## config.mk

```make
export PLATFORM = sky130hd
export DESIGN_NAME = ebcs_sequencer
export DESIGN_NICKNAME = d
export VERILOG_FILES = /design/src/ebcs_pkg.sv /design/src/ebcs_sync.sv /design/src/ebcs_cycle_len.sv /design/src/ebcs_sequencer.sv
export SDC_FILE = /design/constraint.sdc
export NUM_CORES = 1
export LEC_CHECK = 0
export BUFFER_PORTS_ARGS = -buffer_cell sky130_fd_sc_hd__buf_2
export CORE_UTILIZATION = 41
export DETAILED_ROUTE_END_ITERATION = 10
export HOLD_SLACK_MARGIN = 0.15
export PLACE_DENSITY = 0.73
export SETUP_SLACK_MARGIN = 0.1
export SYNTH_ARGS = -nofsm -noshare
export SYNTH_HDL_FRONTEND = slang
export SYNTH_SLANG_ARGS = --single-unit
```

## constraint.sdc

```tcl
create_clock -name clk -period 3.5 [get_ports clk]
set_input_delay 0.525 -clock clk [delete_from_list [all_inputs] [get_ports clk]]
set_output_delay 0.525 -clock clk [all_outputs]
set_load 0.05 [all_outputs]
```

## src/ebcs_pkg.sv

```systemverilog
/*
 * Shared constants for the external bus cycle sequencer: register indices,
 * field positions, reset values, cycle counts, transfer sizes and states.
 * Assumes a 32-bit APB register bus and eight chip-selects, boot select last.
 */
package ebcs_pkg;

	// register indices; byte address is four times the index
	localparam logic [31:0] SC_IDX = 32'hFFFF8000;
	localparam logic [31:0] PW_IDX = 32'hFFFFA811;
	localparam logic [31:0] TM_IDX = 32'hFFFFA820;
	localparam logic [31:0] ST_IDX = 32'hFFFFA821;
	localparam int DEC_W = 12;

	// system_control fields
	localparam int SC_TIMEOUT_SHORT_CYCLE = 15;
	localparam int SC_BPE = 14;
	localparam int SC_INV = 13;
	localparam int SC_CPU_STANDBY = 12;
	localparam int SC_PERIPH_DIVIDER_BIT3 = 11;
	localparam int SC_PERIPH_DIVIDER_BIT1 = 7;
	localparam int SC_PERIPH_DIVIDER_BIT0 = 6;
	localparam int SC_FAST = 3;
	localparam int SC_IDLE = 1;
	localparam logic [15:0] SC_RESET = 16'h00C0;

	// port_width_select: seven select_narrow_bit fields
	localparam int NUM_NARROW = 7;
	localparam logic [6:0] PW_RESET = 7'h00;

	// timing register: wait_count_field per select, then strobe-length bits
	localparam int WS_W = 3;
	localparam int TM_DS_LSB = 24;
	localparam logic [31:0] TM_RESET = 32'h00DFFFFF;

	// status register fields
	localparam int ST_BOOT_NARROW = 0;
	localparam int ST_BOOT_PIN = 1;
	localparam int ST_BUSY = 2;

	// bus cycle counts in clocks
	localparam logic [3:0] CYC_BASE = 4'h3;
	localparam logic [3:0] CYC_MIN = 4'h4;
	localparam logic [3:0] CYC_WR_DS = 4'h4;
	localparam logic [2:0] WS_ACK = 3'h7;

	// transfer sizes
	localparam logic [1:0] SZ_BYTE = 2'h0;
	localparam logic [1:0] SZ_WORD = 2'h1;
	localparam logic [1:0] SZ_LONG = 2'h2;

	typedef enum logic [1:0] {
		ST_IDLE = 2'b00,
		ST_RUN = 2'b01,
		ST_DONE = 2'b11
	} ebcs_state_t;

endpackage : ebcs_pkg

```

## src/ebcs_sync.sv

```systemverilog
/*
 * Two-stage synchroniser for a bundle of pin levels.
 * Assumes the inputs are asynchronous to clk; no reset, so a pin level is
 * already visible at the release of reset.
 */
`timescale 1ns/10ps
module ebcs_sync #(
	parameter int WIDTH = 1
) (
	// clock
	input wire logic clk,
	// levels
	input wire logic [WIDTH-1:0] async_in,
	output logic [WIDTH-1:0] sync_out
);
	logic [WIDTH-1:0] meta_reg;

	always_ff @(posedge clk) begin
		meta_reg <= async_in;
		sync_out <= meta_reg;
	end

endmodule : ebcs_sync

```

## src/ebcs_cycle_len.sv

```systemverilog
/*
 * Clock count of one bus cycle from wait states, strobe length and the
 * fast-cycle choice. Assumes code 7 means waiting for the acknowledge.
 */
`timescale 1ns/10ps
module ebcs_cycle_len
	import ebcs_pkg::*;
(
	// cycle attributes
	input wire logic [2:0] wait_states,
	input wire logic fast,
	input wire logic write,
	input wire logic ds_length,
	// result
	output logic [3:0] cycle_len,
	output logic wait_ack
);
	logic [3:0] eff;
	logic [3:0] base;

	always_comb begin
		wait_ack = (wait_states == WS_ACK);
		eff = wait_ack ? 4'h0 : {1'b0, wait_states};
		base = CYC_BASE + eff;
		if (ds_length && write) begin
			cycle_len = CYC_WR_DS + eff;
		end else if (fast && !write) begin
			cycle_len = base;
		end else begin
			cycle_len = (base < CYC_MIN) ? CYC_MIN : base;
		end
	end

endmodule : ebcs_cycle_len

```

## src/ebcs_sequencer.sv

```systemverilog
/*
 * External bus cycle sequencer with dynamic port sizing, boot width latch
 * and the system control register, reached over APB.
 * Assumes a CPU-side request port on clk, pins synchronised here, and that
 * chip-select decoding happened upstream (the request names the select).
 */
// Functional notes
// - AS-length: fast read 3+ws, else max(4,3+ws)
// - DS-length: write 4+ws, read as
// - each select chooses 16- or 8-bit port
// - seven width bits, bit set means 8-bit
// - boot select width from pin latched at reset
// - select bit sequences transfer, high byte first
// - 8-bit transfers use data lines 7..0 only
// - boot width: pin 0 is 16, 1 is 8
// - system control register field layout
// - CPU reset sets divider bits 7,6 only
// - reset instruction clears all but idle bit
// - fast bit: reads three clocks, writes four
// - invert bit flips latched boot pin
// - wait code 0-6 waits, 7 waits acknowledge
`timescale 1ns/10ps
module ebcs_sequencer
	import ebcs_pkg::*;
#(
	parameter int ADDR_W = 24
) (
	// clock and reset
	input wire logic clk,
	input wire logic rst_n,
	// apb slave
	input wire logic psel,
	input wire logic penable,
	input wire logic pwrite,
	input wire logic [31:0] paddr,
	input wire logic [31:0] pwdata,
	input wire logic [3:0] pstrb,
	output logic [31:0] prdata,
	output logic pready,
	output logic pslverr,
	// cpu side
	input wire logic sw_reset,
	input wire logic req_valid,
	output logic req_ready,
	input wire logic req_write,
	input wire logic [1:0] req_size,
	input wire logic [2:0] req_select,
	input wire logic [ADDR_W-1:0] req_addr,
	input wire logic [31:0] req_wdata,
	output logic resp_valid,
	output logic [31:0] resp_rdata,
	// external bus pins
	input wire logic boot_width_pin,
	input wire logic transfer_acknowledge_n,
	input wire logic [15:0] data_in,
	output logic [15:0] data_out,
	output logic data_oe,
	output logic [ADDR_W-1:0] bus_addr,
	output logic address_strobe_n,
	output logic data_strobe_n,
	output logic read_write_n,
	output logic [7:0] chip_select_line_n,
	// system control outputs
	output logic [15:0] system_control,
	output logic boot_narrow,
	output logic alt_port_free
);
	if (ADDR_W < 8 || ADDR_W > 32) begin : g_chk
		$error("ADDR_W must lie in 8..32");
	end

	logic [15:0] sc_reg;
	logic [6:0] pw_reg;
	logic [31:0] tm_reg;
	logic boot_pin_reg;
	logic latched_reg;
	logic [16:0] pin_sync;
	logic ack_low;
	logic [15:0] din_sync;
	logic pin_sync_boot;
	logic wr_en;
	logic rd_en;
	logic hit_sc;
	logic hit_pw;
	logic hit_tm;
	logic hit_st;
	logic [DEC_W-1:0] word_idx;
	logic [31:0] sc_wr;
	logic [31:0] pw_wr;
	logic [31:0] tm_wr;
	logic [31:0] rd_mux;

	ebcs_state_t state_reg;
	logic write_reg;
	logic narrow_reg;
	logic ds_len_reg;
	logic fast_reg;
	logic [2:0] ws_reg;
	logic [2:0] sel_reg;
	logic [1:0] pieces_reg;
	logic [1:0] piece_reg;
	logic [3:0] cnt_reg;
	logic [31:0] wdata_reg;
	logic [31:0] rdata_reg;
	logic [ADDR_W-1:0] addr_reg;
	logic [3:0] cyc_len;
	logic cyc_wait_ack;
	logic cyc_end;
	logic req_narrow;
	logic [1:0] req_pieces;
	logic [1:0] rem;
	logic [ADDR_W-1:0] piece_off;

	// pin synchronisers
	ebcs_sync #(
		.WIDTH(18)
	) u_pins (
		.clk(clk),
		.async_in({boot_width_pin, transfer_acknowledge_n, data_in}),
		.sync_out({pin_sync_boot, pin_sync})
	);
	assign ack_low = !pin_sync[16];
	assign din_sync = pin_sync[15:0];

	// boot width pin caught at the end of the reset sequence
	always_ff @(posedge clk) begin
		if (!rst_n) begin
			latched_reg <= 1'b0;
		end else begin
			latched_reg <= 1'b1;
		end
	end

	always_ff @(posedge clk) begin
		if (rst_n && !latched_reg) begin
			boot_pin_reg <= pin_sync_boot;
		end
	end

	assign boot_narrow = boot_pin_reg ^ sc_reg[SC_INV];
	assign alt_port_free = boot_narrow;
	assign system_control = sc_reg;

	// apb decode: zero-wait slave
	assign word_idx = paddr[DEC_W+1:2];
	assign hit_sc = (word_idx == SC_IDX[DEC_W-1:0]);
	assign hit_pw = (word_idx == PW_IDX[DEC_W-1:0]);
	assign hit_tm = (word_idx == TM_IDX[DEC_W-1:0]);
	assign hit_st = (word_idx == ST_IDX[DEC_W-1:0]);
	assign pready = 1'b1;
	assign pslverr = psel && penable && !(hit_sc || hit_pw || hit_tm || hit_st);
	assign wr_en = psel && penable && pwrite;
	assign rd_en = psel && !penable && !pwrite;

	function automatic logic [31:0] merge(input logic [31:0] old, input logic [31:0] nv, input logic [3:0] strb);
		logic [31:0] r;
		r = old;
		for (int i = 0; i < 4; i++) begin
			if (strb[i]) begin
				r[i*8 +: 8] = nv[i*8 +: 8];
			end
		end
		return r;
	endfunction : merge

	assign sc_wr = merge({16'h0000, sc_reg}, pwdata, pstrb);
	assign pw_wr = merge({25'h0, pw_reg}, pwdata, pstrb);
	assign tm_wr = merge(tm_reg, pwdata, pstrb);

	// system control register
	always_ff @(posedge clk) begin
		if (!rst_n) begin
			sc_reg <= SC_RESET;
		end else if (sw_reset) begin
			sc_reg <= sc_reg & (16'h0001 << SC_IDLE);
		end else if (wr_en && hit_sc) begin
			sc_reg <= sc_wr[15:0];
		end
	end

	// port width select register
	always_ff @(posedge clk) begin
		if (!rst_n) begin
			pw_reg <= PW_RESET;
		end else if (wr_en && hit_pw) begin
			pw_reg <= pw_wr[NUM_NARROW-1:0];
		end
	end

	// wait counts and strobe lengths per select
	always_ff @(posedge clk) begin
		if (!rst_n) begin
			tm_reg <= TM_RESET;
		end else if (wr_en && hit_tm) begin
			tm_reg <= tm_wr;
		end
	end

	always_comb begin
		rd_mux = 32'h00000000;
		if (hit_sc) begin
			rd_mux = {16'h0000, sc_reg};
		end else if (hit_pw) begin
			rd_mux = {25'h0, pw_reg};
		end else if (hit_tm) begin
			rd_mux = tm_reg;
		end else if (hit_st) begin
			rd_mux[ST_BOOT_NARROW] = boot_narrow;
			rd_mux[ST_BOOT_PIN] = boot_pin_reg;
			rd_mux[ST_BUSY] = (state_reg != ST_IDLE);
		end
	end

	always_ff @(posedge clk) begin
		if (!rst_n) begin
			prdata <= 32'h00000000;
		end else if (rd_en) begin
			prdata <= rd_mux;
		end
	end

	// port width of the requested select
	always_comb begin
		if (req_select == 3'h7) begin
			req_narrow = boot_narrow;
		end else begin
			req_narrow = pw_reg[req_select];
		end
		unique case (req_size)
			SZ_WORD: req_pieces = req_narrow ? 2'h1 : 2'h0;
			SZ_LONG: req_pieces = req_narrow ? 2'h3 : 2'h1;
			default: req_pieces = 2'h0;
		endcase
	end

	ebcs_cycle_len u_len (
		.wait_states(ws_reg),
		.fast(fast_reg),
		.write(write_reg),
		.ds_length(ds_len_reg),
		.cycle_len(cyc_len),
		.wait_ack(cyc_wait_ack)
	);

	assign cyc_end = (cnt_reg >= cyc_len) && (!cyc_wait_ack || ack_low);
	assign req_ready = (state_reg == ST_IDLE);
	assign rem = pieces_reg - piece_reg;

	// piece sequencing
	always_ff @(posedge clk) begin
		if (!rst_n) begin
			state_reg <= ST_IDLE;
			piece_reg <= 2'h0;
			cnt_reg <= 4'h0;
		end else begin
			unique case (state_reg)
				ST_IDLE: begin
					if (req_valid) begin
						state_reg <= ST_RUN;
						piece_reg <= 2'h0;
						cnt_reg <= 4'h0;
					end
				end
				ST_RUN: begin
					if (!cyc_end) begin
						cnt_reg <= cnt_reg + 4'h1;
					end else if (piece_reg == pieces_reg) begin
						state_reg <= ST_DONE;
					end else begin
						piece_reg <= piece_reg + 2'h1;
						cnt_reg <= 4'h0;
					end
				end
				ST_DONE: state_reg <= ST_IDLE;
				default: state_reg <= ST_IDLE;
			endcase
		end
	end

	// request capture
	always_ff @(posedge clk) begin
		if (!rst_n) begin
			write_reg <= 1'b0;
			narrow_reg <= 1'b0;
			ds_len_reg <= 1'b0;
			fast_reg <= 1'b0;
			ws_reg <= 3'h0;
			sel_reg <= 3'h0;
			pieces_reg <= 2'h0;
			wdata_reg <= 32'h00000000;
			addr_reg <= '0;
		end else if (req_valid && req_ready) begin
			write_reg <= req_write;
			narrow_reg <= req_narrow || (req_size == SZ_BYTE);
			ds_len_reg <= tm_reg[TM_DS_LSB + req_select];
			fast_reg <= sc_reg[SC_FAST];
			ws_reg <= tm_reg[req_select*WS_W +: WS_W];
			sel_reg <= req_select;
			pieces_reg <= req_pieces;
			wdata_reg <= req_wdata;
			addr_reg <= req_addr;
		end
	end

	// read assembly, most significant piece first
	always_ff @(posedge clk) begin
		if (!rst_n) begin
			rdata_reg <= 32'h00000000;
		end else if (req_valid && req_ready) begin
			rdata_reg <= 32'h00000000;
		end else if (state_reg == ST_RUN && cyc_end && !write_reg) begin
			if (narrow_reg) begin
				rdata_reg <= {rdata_reg[23:0], din_sync[7:0]};
			end else begin
				rdata_reg <= {rdata_reg[15:0], din_sync};
			end
		end
	end

	always_ff @(posedge clk) begin
		if (!rst_n) begin
			resp_valid <= 1'b0;
			resp_rdata <= 32'h00000000;
		end else begin
			resp_valid <= (state_reg == ST_DONE);
			if (state_reg == ST_DONE) begin
				resp_rdata <= rdata_reg;
			end
		end
	end

	// pin drive for the current piece
	assign piece_off = narrow_reg ? ADDR_W'(piece_reg) : ADDR_W'({piece_reg, 1'b0});

	always_ff @(posedge clk) begin
		if (!rst_n) begin
			bus_addr <= '0;
			data_out <= 16'h0000;
			data_oe <= 1'b0;
			address_strobe_n <= 1'b1;
			data_strobe_n <= 1'b1;
			read_write_n <= 1'b1;
			chip_select_line_n <= 8'hFF;
		end else if (state_reg == ST_RUN && !cyc_end) begin
			bus_addr <= addr_reg + piece_off;
			read_write_n <= !write_reg;
			data_oe <= write_reg;
			if (narrow_reg) begin
				data_out <= {8'h00, wdata_reg[rem*8 +: 8]};
			end else begin
				data_out <= wdata_reg[rem[0]*16 +: 16];
			end
			address_strobe_n <= 1'b0;
			data_strobe_n <= (cnt_reg == 4'h0);
			chip_select_line_n <= ~(8'h01 << sel_reg);
			if (ds_len_reg && cnt_reg == 4'h0) begin
				chip_select_line_n <= 8'hFF;
			end
		end else begin
			data_oe <= 1'b0;
			address_strobe_n <= 1'b1;
			data_strobe_n <= 1'b1;
			read_write_n <= 1'b1;
			chip_select_line_n <= 8'hFF;
		end
	end

endmodule : ebcs_sequencer

```

### Word-level counts from Yosys, hierarchy flattened

Index checks and enable logic that the tools add are counted.

* word-level logic and storage cells: 163
* output and inout bits: 138
* bits in registers: 318
* input bits: 155

* bitwise operators: 5
* $add $sub $neg: 7
* multipliers: 1
* equality and inequality tests: 15
* reductions and logical operators: 54
* shift-type cells: 4
* $lt $le $gt $ge: 4
* mux-type cells: 37

Operator list (count)
* 2-to-1 mux 32 bit: 3
* equality test 12 bit, second input constant: 3
* variable part select 32 x 6 -> 16 bit: 1
* variable part select 32 x 6 -> 3 bit: 1
* variable part select 32 x 6 -> 8 bit: 1
* 2-to-1 mux 29 bit: 1
* adder 24 x 3 -> 24 bit: 1
* 2-to-1 mux 4 bit: 6
* 2-to-1 mux 8 bit: 3
* AND reduction 2 bit: 9
* logical AND 1 bit: 17
* 2-to-1 mux 16 bit: 1
* 2-to-1 mux 2 bit: 7
* zero test 12 bit: 1
* 2-to-1 mux 3 bit: 4
* one-hot mux 2 bit (2 select lines): 3
* AND reduction 3 bit: 3
* zero test 1 bit: 8
* inequality test 2 bit, second input constant: 4
* inverter 8 bit: 1
* one-hot mux 4 bit (2 select lines): 1
* nonzero test 2 bit: 4
* left shift 1 x 3 -> 8 bit, first input constant: 1
* adder 5 x 3 -> 6 bit, first input constant: 1
* other kinds (26): 42

### Depth between registers and ports, before layout

Gate-level depths: netlist (run 1).

* depth in word-level cells: 13
* depth in mapped cells: 14
* depth with buffers taken out: 13

### Cells and area by module

From an unflattened synthesis (run 1), not the netlist that was laid out.

* cells, all modules: 1400
* area, all modules: 12987.5 sq um

Modules (own cells, without submodules)
* ebcs_sequencer: area each 12125.4 sq um, sequential area each 5655.4 sq um, cells an instance 1344, instances 1
* ebcs_sync: area each 720.7 sq um, sequential area each 720.7 sq um, cells an instance 36, instances 1
* ebcs_cycle_len: area each 141.4 sq um, sequential area each 0.0 sq um, cells an instance 20, instances 1

### Worst setup path after synthesis (run 1)

No wires, ideal clock.

* path kind: register -> register
* start: register ws_reg[1]
* end: register chip_select_line_n[6]
* data required time: 3.367 ns
* library setup time: 0.133 ns
* stages on the path, launching flop included: 14
* setup slack: 0.821 ns
* arrival time: 2.546 ns
* path buffers: 0
* period minus slack after synthesis: 2.679 ns
* cell sequence: dfxtp_1 > ha_1 > nand2_1 > o31ai_1 > nand2_1 > nand3_1 > o21ai_0 > ha_1 > nor3b_1 > o21ai_1 > a211oi_2 > inv_1 > nor3b_1 > nand3_1

* longest elaborated chain between the ends: 13
* elaborated cells on any way between the ends: 16
* those cells by class: add/sub: 2; order compare: 2; eq/ne: 1; mux: 4; bitwise: 1; reduce/logical: 6

RTL lines
* start, declared: line ebcs_sequencer.sv:98 `logic [2:0] ws_reg;`
* start signal, assigned: line ebcs_sequencer.sv:297 `ws_reg <= tm_reg[req_select*WS_W +: WS_W];`
* equality test 3 bit: line ebcs_cycle_len.sv:22 `wait_ack = (wait_states == WS_ACK);`
* 2-to-1 mux 3 bit: line ebcs_cycle_len.sv:23 `eff = wait_ack ? 4'h0 : {1'b0, wait_states};`
* adder 2 x 4 -> 4 bit: line ebcs_cycle_len.sv:24 `base = CYC_BASE + eff;`
* less-than comparator 4 x 3 -> 1 bit: line ebcs_cycle_len.sv:30 `cycle_len = (base < CYC_MIN) ? CYC_MIN : base;`
* 2-to-1 mux 4 bit: line ebcs_cycle_len.sv:30
* 2-to-1 mux 4 bit: line ebcs_cycle_len.sv:27 `end else if (fast && !write) begin`
* 2-to-1 mux 4 bit: line ebcs_cycle_len.sv:25 `if (ds_length && write) begin`
* greater-or-equal comparator 4 bit: line ebcs_sequencer.sv:245 `assign cyc_end = (cnt_reg >= cyc_len) && (!cyc_wait_ack || ack_low);`
* logical AND 1 bit (*): line ebcs_sequencer.sv:245
* zero test 1 bit (*): line ebcs_sequencer.sv:344 `end else if (state_reg == ST_RUN && !cyc_end) begin`
* logical AND 1 bit (*): line ebcs_sequencer.sv:344
* inverter 1 bit (no source line) (*)
* OR reduction 3 bit (no source line) (*)
* end signal, assigned: line ebcs_sequencer.sv:355 `chip_select_line_n <= ~(8'h01 << sel_reg);`
* end, declared: line ebcs_sequencer.sv:62 `output logic [7:0] chip_select_line_n,`

Mark *: on every way between the ends. The rest lies on a longest branch, timed or not.
A chain may end at the register's enable or synchronous reset.

### Worst setup path after layout (run 1)

* start: register ws_reg[1]
* end: register chip_select_line_n[4]

Same word-level chain as after synthesis.

==> results of run 1 <==
==> what timing repair did <==
action / in CTS / in global routing
hold buffers: 18 / 0
endpoints found under the hold margin: 18 / 0
setup endpoints to repair: 0 / 0
==> worst min-delay path by stage <==
stage	start	end	slack [ps]	depth (start not counted)
after floorplan	u_pins.meta_reg[0]$_DFF_P_	u_pins.sync_out[0]$_DFF_P_	310	0
after global placement	u_pins.meta_reg[17]$_DFF_P_	u_pins.sync_out[17]$_DFF_P_	310	0
after detailed placement	u_pins.meta_reg[7]$_DFF_P_	u_pins.sync_out[7]$_DFF_P_	310	0
after CTS	pwdata[22]	tm_reg[22]$_SDFFE_PN1P_	220	3
after global routing	pwdata[22]	tm_reg[22]$_SDFFE_PN1P_	230	3
final	pwdata[22]	tm_reg[22]$_SDFFE_PN1P_	240	3
==> cell families after synthesis <==
kind of cell             Yosys count
buffers and inverters            110
multiplexers                     112
AND/OR/NAND/NOR                  473
adder cells (fa/ha/maj)           15
XOR/XNOR                          25
AO/OA/AOI/OAI                    282
other                              1
flip-flops                       318
==> cells in the final DEF (no fill, tap or decap), types with 15 or more instances in the layout <==
cell type	netlist	routed
dfxtp_1	317	316
buf_2	5	271
nand2_1	260	259
a21oi_1	122	122
nor2_1	113	112
mux2i_1	101	101
a211oi_1	37	37
clkbuf_16	0	37
a22oi_1	25	25
nand3_1	19	19
o2bb2ai_1	19	19
a22o_1	19	19
dlygate4sd3_1	0	18
inv_1	18	17
and3_1	16	16
buf_4	3	16
xor2_1	15	15
==> metal layers <==
| metal | share of wire (%) | up-vias | wire (um) | global-route usage [%] |
|---|---|---|---|---|
| met3 | 6.3 | 70 | 2090 | 4.20 |
| li1 | - | 5184 | - | - |
| met5 | 0.027 | - | 9 | 0 |
| met1 | 45 | 4943 | 14700 | 27.1 |
| met2 | 46 | 332 | 15300 | 33.9 |
| met4 | 2.5 | 2 | 817 | 7.54 |
==> per-stage QoR <==
stage          setup WS [ps]  area, um2  util, %
2_1_floorplan            821      12500        -
3_3_place_gp             665      14100     47.2
3_5_place_dp             619      14100     47.2
4_1_cts                  578      15400     51.6
5_1_grt                  254      15400     51.6
6_report                 604      15400     51.6
==> final cells by class <==
cell class	count	area share [%]
clock inverter	15	0.773
multi-input combinational	908	36.6
tap	390	3.17
timing repair buffer	306	10.9
clock buffer	49	6.51
antenna	2	0.0326
sequential	318	41.5
inverter	18	0.456
==> power groups by stage <==
stage,Combinational (W),Sequential (W),Clock [W]
floorplan,0.000325,0.00392,0
global placement,0.000583,0.00386,0
detailed placement,0.000593,0.00387,0
CTS,0.000611,0.00379,0.00365
global route,0.000667,0.00380,0.00381
finish,0.000609,0.00379,0.00357
==> critical path, delay by kind of cell, from the launching register on <==
kind | cells | cell delay [ps]
compound gates | 4 | 700
buf+inv | 1 | 110
flops | 1 | 400
fa+ha+maj | 2 | 520
simple gates | 6 | 1050
==> qor.txt, run 1 <==
Post-synth top area cell: dfxtp_1
Syn Inst Count: 1336
DIE AREA: 31100 um2
Final net count: 1758
Sequential area share after synthesis: 51.2%
Die X: 176 um
Max Clock Freq: 345 MHz
Worst r2r src: ws_reg[1]$_SDFFE_PN0P_
Iter 0 DRT Violations: 664
Total setup buffers inserted after CTS: 0
Largest family of logic cells by synthesized area: simple AND/OR/NAND/NOR gates
Worst-path clk slew: 60 ps
Clock Power Share: 44.8%
Net Sw Frac: 24.3%
Warnings from Yosys: 0
FF/Latch Area: 6380 um2
DRC viols: 0
Sw power: 0.00194 W
CTS max path bufs: 3
Via count: 10.5k
CTS Sinks: 318
Core Region: 29800 um2
Post-synth cell types: 69
Outcome: completed
Ratio of cells with drive above 1 in the final layout: 23.1%
VDD IR max: 0.381 mV
Min-Delay Path Class: in2reg
Mean Syn Cell Area: 9.33 um2
Number of vias per cell: 5.25
Internal Power: 0.00603 W
Drt total wl: 32900 um
Global route total overflow: 0
Area growth, synth to finish: 23.4%
Critical R2R Capture: chip_select_line_n[4]$_SDFF_PP1_
Final Hold Viols: 0
Crit path from: ws_reg[1]$_SDFFE_PN0P_
Clock period minus worst slack: 2900 ps
Antenna violations before repair: 3
Largest stage delay, worst path: 400 ps
Maxcap violations: 0
Complex-gate fraction of the synthesized area: 15.0%
Syn nets: 1506
First-pass GRT wire length: 52000 um
H-tree Lvls: 2
Prevailing post-synth register cell: dfxtp_1
Routed len/inst: 16.4 um
Final setup viols: 0
Worst skew pair latency: 520 ps
TNS Setup: 0 ps
Crit Path Class: reg2reg
Final Cycle Share: 82.7%
Lkg Pwr: 6.32 nW
Fill cells: 2798
Number of global-route vias before repair: 10.3k
Worst hold slack: 238 ps
Ports: 293
Req. time, crit path: 3880 ps
Path depth of the worst reg2reg path: 13
Post-Synth Adder-Cell Area: 1.57%
Syn Std Cell Area: 12500 um2
Crit path cell chain: ha_1 > nand2_1 > o31ai_1 > nand2_1 > nand3_1 > o21ai_0 > ha_1 > nor3b_1 > o21ai_1 > a211oi_4 > inv_1 > nor3b_1 > nand3b_1
Slew Limit Headroom: 16.3%
Cts bufs inserted: 36
Max-slew violation count: 0
Largest net degree at the start of global routing: 86
Post-route ant nets: 0
Post-synth EDFFs: 1
CP Data Arrival Time: 3280 ps
Power density over the cells: 518 nW/um2
Synth top cells by count: 317 x dfxtp_1, 260 x nand2_1, 122 x a21oi_1, 113 x nor2_1, 101 x mux2i_1
Worst path slowest cell: dfxtp_1
GRT Total Usage: 20.8%
Non-filler cells, final: 2006
Reg2Reg Setup Slack: 600 ps
Seq pwr share: 47.6%
Cells after DPL: 1922
CP Max Fanout: 6
Die Ht: 176 um
GPL Wtd Cong: 0.905
Top-area cell type share of the netlist area: 50.9%
#FFs+latches synth: 318
Starting Density: 41.8%
Critical path endpoint: chip_select_line_n[4]$_SDFF_PP1_
Buffers added on ports: 271
Root buffer cell: clkbuf_16
HPWL after DPL: 22600 um
Post-Synth XOR/XNOR Area: 1.88%
Fraction of registers with async set/reset: 0%
Unrepaired setup endpoints after global routing: no
Pwr Total: 0.00796 W
Startpoint types: flip-flop
Post-synthesis simple-gate area fraction: 16.6%
# rows: 63
Multi-input logic area: 5630 um2
Worst-margin pin slew: 1250 ps
Most common cell in the netlist: dfxtp_1
CTS tree: built
Area contributors post-synth: dfxtp_1 51%, mux2i_1 8.1%, nand2_1 7.8%, a21oi_1 4.9%, nor2_1 3.4%
Post-CTS Resized: 0
DRT Pass-1 Iters: 5
Critical path capture point type: flip-flop
Mux contribution to synthesized area: 10.0%
Setup Skew: 17.0 ps
Comb power frac: 7.6%
Note: power is estimated with default switching activity, not from simulation.
==> inputs of run 2 (changes only) <==
==> constraint.sdc (replaced) <==
create_clock -name clk -period 2.75 [get_ports clk]
set_input_delay 0.4125 -clock clk [delete_from_list [all_inputs] [get_ports clk]]
set_output_delay 0.4125 -clock clk [all_outputs]
set_load 0.05 [all_outputs]
==> qor.txt, run 2 (synthesized netlist as in run 1, its figures left out) <==
CTS max path bufs: 3
Min-Delay Path Class: in2reg
Most frequent cells in the layout: 314 x dfxtp_1, 271 x buf_2, 257 x nand2_1, 120 x a21oi_1, 112 x nor2_1
VDD IR max: 0.502 mV
Outcome: completed
Crit Path Class: reg2reg
Most common cell after layout, fill and taps aside: dfxtp_1
Worst path slowest cell: dfxtp_4
Setup Skew: 20.7 ps
First-pass GRT wire length: 54600 um
Number of vias per cell: 5.30
Final core occ: 55.8%
Final net count: 1835
Antenna violations before repair: 2
Worst skew pair latency: 510 ps
Unrepaired setup endpoints after global routing: yes
FF/Latch Area: 6380 um2
Worst hold slack: 168 ps
Maxcap violations: 0
Via count: 11.1k
Number of global-route vias before repair: 10.6k
Clock period minus worst slack: 2560 ps
Starting Density: 41.8%
Ratio of cells with drive above 1 in the final layout: 25.6%
Slew Limit Headroom: 50.4%
Largest net degree at the start of global routing: 82
Final setup viols: 0
Crit path top cell by count: buf_6
Multi-input logic area: 5820 um2
Final Cycle Share: 93.1%
Iter 0 DRT Violations: 769
Crit path cell chain: ha_4 > nand2_4 > o31ai_4 > nand2_2 > a32oi_2 > ha_2 > o211ai_1 > o21ai_2 > a211oi_4 > buf_6 > buf_6 > a21oi_2 > o21ba_4
DIE AREA: 31100 um2
HPWL after DPL: 22800 um
H-tree Lvls: 2
CTS tree: built
DRC viols: 0
GPL Wtd Cong: 0.904
Largest stage delay, worst path: 400 ps
Lkg Pwr: 6.84 nW
Final Hold Viols: 0
Power density over the cells: 665 nW/um2
Max Clock Freq: 390 MHz
Buffers added on ports: 271
# rows: 63
CTS Sinks: 318
Die Ht: 176 um
Critical path capture point type: flip-flop
Die X: 176 um
DRT Pass-1 Iters: 5
Worst-path clk slew: 60 ps
Pwr Total: 0.0111 W
GRT Total Usage: 21.7%
CP Max Fanout: 8
Max-slew violation count: 0
Ports: 293
Req. time, crit path: 3190 ps
Drt total wl: 34900 um
Post-route ant nets: 0
Core Region: 29800 um2
CP Data Arrival Time: 3010 ps
Root buffer cell: clkbuf_16
Cts bufs inserted: 37
Routed len/inst: 16.7 um
Worst-margin pin slew: 744 ps
Global route total overflow: 0
Startpoint types: flip-flop
Fill cells: 2567
Area growth, synth to finish: 33.3%
## run 2: cell types whose count changed in the layout (fill, tap and decap cells not counted), moves of 4 or more
cell / before / now
dlygate4sd3_1: 18 / 74
a211oi_1: 37 / 25
a211oi_2: 0 / 12
buf_4: 16 / 26
bufinv_16: 1 / 7
buf_12: 1 / 5
## run 2: worst max-delay path, delay by kind of cell, from the launching register on
family	cells	cell delay, ps
compound gates	7	1160
fa+ha+maj	2	460
flops	1	400
buf+inv	2	300
simple gates	2	160
## run 2: area by class of cell
class                           instances  share of cell area [%]
Clock inverter                         19                    1.76
Sequential cell                       318                    38.4
Tap cell                              390                    2.94
Multi-Input combinational cell        908                    35.0
Timing Repair Buffer                  382                    15.1
Clock buffer                           49                    6.28
Inverter                               18                   0.422
Antenna cell                            2                  0.0301
## run 2: stage by stage
step,setup WS [ps],cell area [um2],cells,setup TNS [ps]
floorplan,132,12500,1336,0
CTS,89.6,16400,2077,0
global route,51.8,16600,2085,0
global placement,119,14200,1932,0
detailed placement,-38.4,14200,1932,-57.4
finish,189,16600,2086,0
## run 2: what timing repair did
action                     4_1_cts  5_1_grt
setup buffers                    2        6
hold endpoints to repair        77        0
cloned                           1        1
hold buffers                    74        0
resized for setup               14       37
setup endpoints to repair       45       84
pin swaps                        5       14
## run 2: final timing paths
path                                             startpoint  cells after the start                          end  slack, ps
worst max-delay path                 ws_reg[1]$_SDFFE_PN0P_                     13      cnt_reg[2]$_SDFFE_PN0P_        190
worst min-delay path                           req_addr[20]                      3    addr_reg[20]$_SDFFE_PN0P_        170
worst max register to register       ws_reg[1]$_SDFFE_PN0P_                     13      cnt_reg[2]$_SDFFE_PN0P_        190
worst min register to register  u_pins.meta_reg[13]$_DFF_P_                      0  u_pins.sync_out[13]$_DFF_P_        320
## run 2: routing by layer
layer / global-route usage [%] / wire length (um)
met5: 0 / 9
met2: 35.8 / 16700
met4: 8.37 / 905
met1: 28.1 / 15200
met3: 3.83 / 2010
## run 2: where the power goes
part	internal (W)	switching [W]	leakage (nW)
logic	0.000378	0.000542	3.59
clock network	0.00336	0.00195	0.658
registers	0.00473	0.0000961	2.59
total	0.00847	0.00258	6.84
==> inputs of run 3 (changes only) <==
--- a/config.mk
+++ b/config.mk
@@ -6,6 +6,7 @@
 export NUM_CORES = 1
 export LEC_CHECK = 0
 export BUFFER_PORTS_ARGS = -buffer_cell sky130_fd_sc_hd__buf_2
+export CORE_ASPECT_RATIO = 2
 export CORE_UTILIZATION = 41
 export DETAILED_ROUTE_END_ITERATION = 10
 export HOLD_SLACK_MARGIN = 0.15
==> qor.txt, run 3 (synthesized netlist as in run 1, its figures left out) <==
Outcome: finished, violations left
Failing checks: design-rule violations
Fill cells: 2636
Max-slew violation count: 0
Final Hold Viols: 0
Placed Instance Area: 14200 um2
Lkg Pwr: 6.78 nW
Setup slack at placement: -44.3 ps
First-pass GRT wire length: 57900 um
Multi-input logic area: 5730 um2
Met1 Resource Use GR: 23.6%
Met3 usage: 3.53%
CP Data Arrival Time: 3030 ps
Worst skew pair latency: 570 ps
Largest stage delay, worst path: 400 ps
Buffers added on ports: 271
Power density over the cells: 615 nW/um2
Cells after DPL: 1914
Most frequent cells in the layout: 314 x dfxtp_1, 271 x buf_2, 257 x nand2_1, 121 x a21oi_1, 112 x nor2_1
Starting Density: 41.4%
DRT Pass-1 Iters: 10
DIE AREA: 31100 um2
GR Util met2: 43.8%
Die X: 125 um
# rows: 90
Final Cycle Share: 93.8%
Internal Power: 0.00766 W
Final instance area: 16500 um2
Global route total overflow: 0
Clock Power Share: 43.0%
Most common cell after layout, fill and taps aside: dfxtp_1
CTS max path bufs: 3
Core Region: 30100 um2
Global route hottest layer: met2
Post-route ant nets: 0
Worst-path clk slew: 70 ps
Number of vias per cell: 5.31
Min-Delay Path Class: in2reg
Max Clock Freq: 388 MHz
Antenna violations before repair: 3
H-tree Lvls: 1
Area growth, synth to finish: 32.0%
Req. time, crit path: 3200 ps
Via count: 11.0k
HPWL after DPL: 24800 um
Cts bufs inserted: 29
Clock period minus worst slack: 2580 ps
Number of global-route vias before repair: 11.3k
Startpoint types: flip-flop
DRC viols: 12
Ports: 293
GRT Total Usage: 23.2%
Comb power frac: 9.4%
Worst-margin pin slew: 773 ps
Setup Skew: 20.3 ps
CTS Sinks: 318
Seq pwr share: 47.7%
CP Max Fanout: 5
Die Ht: 249 um
GPL Wtd Cong: 0.877
Crit Path Class: reg2reg
Non-filler cells, final: 2080
Routed len/inst: 17.5 um
Sw power: 0.00246 W
Net Sw Frac: 24.3%
Drt total wl: 36500 um
ANT cells: 0
Pwr Total: 0.0101 W
Ratio of cells with drive above 1 in the final layout: 23.5%
Crit path cell chain: ha_4 > nand2_4 > o31ai_4 > nand2_2 > nand3_2 > o21ai_2 > ha_1 > nor3b_2 > o21ai_2 > a211oi_4 > inv_2 > nor3b_2 > buf_4 > nand3b_1
Largest net degree at the start of global routing: 121
Iter 0 DRT Violations: 731
Setup WS post-layout: 170 ps
CTS tree: built
Maxcap violations: 0
Critical path capture point type: flip-flop
FF/Latch Area: 6380 um2
Unrepaired setup endpoints after global routing: yes
VDD IR max: 0.515 mV
Final net count: 1859
Root buffer cell: clkbuf_16
Final setup viols: 0
Worst path slowest cell: dfxtp_4
Slew Limit Headroom: 48.5%
==> run 3: changes by cell type in the layout (fill, tap and decap cells not counted), moves of 4 or more <==
cell / delta
a211oi_1: +12
a211oi_2: -12
clkbuf_16: -11
clkinvlp_4: +4
dlygate4sd3_1: +35
==> run 3: what timing repair did <==
| item | 4_1_cts | 5_1_grt |
|---|---|---|
| buffers inserted | 0 | 2 |
| hold buffers | 109 | 0 |
| setup endpoints to repair | 67 | 85 |
| endpoints found under the hold margin | 122 | 0 |
| pin swaps | 2 | 12 |
| resized for setup | 11 | 22 |
| cloned | 1 | 0 |
==> run 3: area by class of cell <==
cell class	count	area share, %
clock buffers	37	4.84
clock inverters	17	1.44
inverters	18	0.426
multi-input cells	908	34.8
flip-flops and latches	318	38.8
well taps	368	2.80
repair buffers	414	16.8
==> run 3: critical path: cells and delay by family, from the launching register on <==
family | cells | cell delay (ps)
AND/OR/NAND/NOR | 6 | 790
AO/OA/AOI/OAI | 4 | 540
adder cells (fa/ha/maj) | 2 | 470
flip-flops | 1 | 400
buffers and inverters | 2 | 250
==> run 3: power groups by stage <==
stage          Clock (W)  Sequential [W]  Combinational, W
6_report         0.00435         0.00482          0.000948
5_1_grt          0.00464         0.00483           0.00102
4_1_cts          0.00443         0.00482          0.000924
3_5_place_dp           0         0.00492          0.000788
3_3_place_gp           0         0.00492          0.000768
2_1_floorplan          0         0.00498          0.000415
==> run 3: per-layer routing <==
metal	wire length [um]	vias up
met4	2040	6
met5	40	-
met2	19500	362
met1	13100	5186
li1	-	5361
met3	1830	123
==> run 3: worst paths after layout <==
path / start / end / slack [ps] / depth (start not counted)
setup / recovery: ws_reg[1]$_SDFFE_PN0P_ / chip_select_line_n[4]$_SDFF_PP1_ / 170 / 14
hold / removal: req_valid / state_reg[0]$_SDFFE_PN0P_ / 180 / 3
setup reg to reg: ws_reg[1]$_SDFFE_PN0P_ / chip_select_line_n[4]$_SDFF_PP1_ / 170 / 14
hold reg to reg: u_pins.meta_reg[9]$_DFF_P_ / u_pins.sync_out[9]$_DFF_P_ / 320 / 0
==> run 3: stage by stage <==
step / util [%] / TNS, ps / hold WS (ps)
after floorplan: - / 0 / 310
after global placement: 47.1 / 0 / 313
after detailed placement: 47.1 / -170 / 312
after CTS: 54.4 / 0 / 156
after global routing: 54.7 / 0 / 187
final: 54.7 / 0 / 182
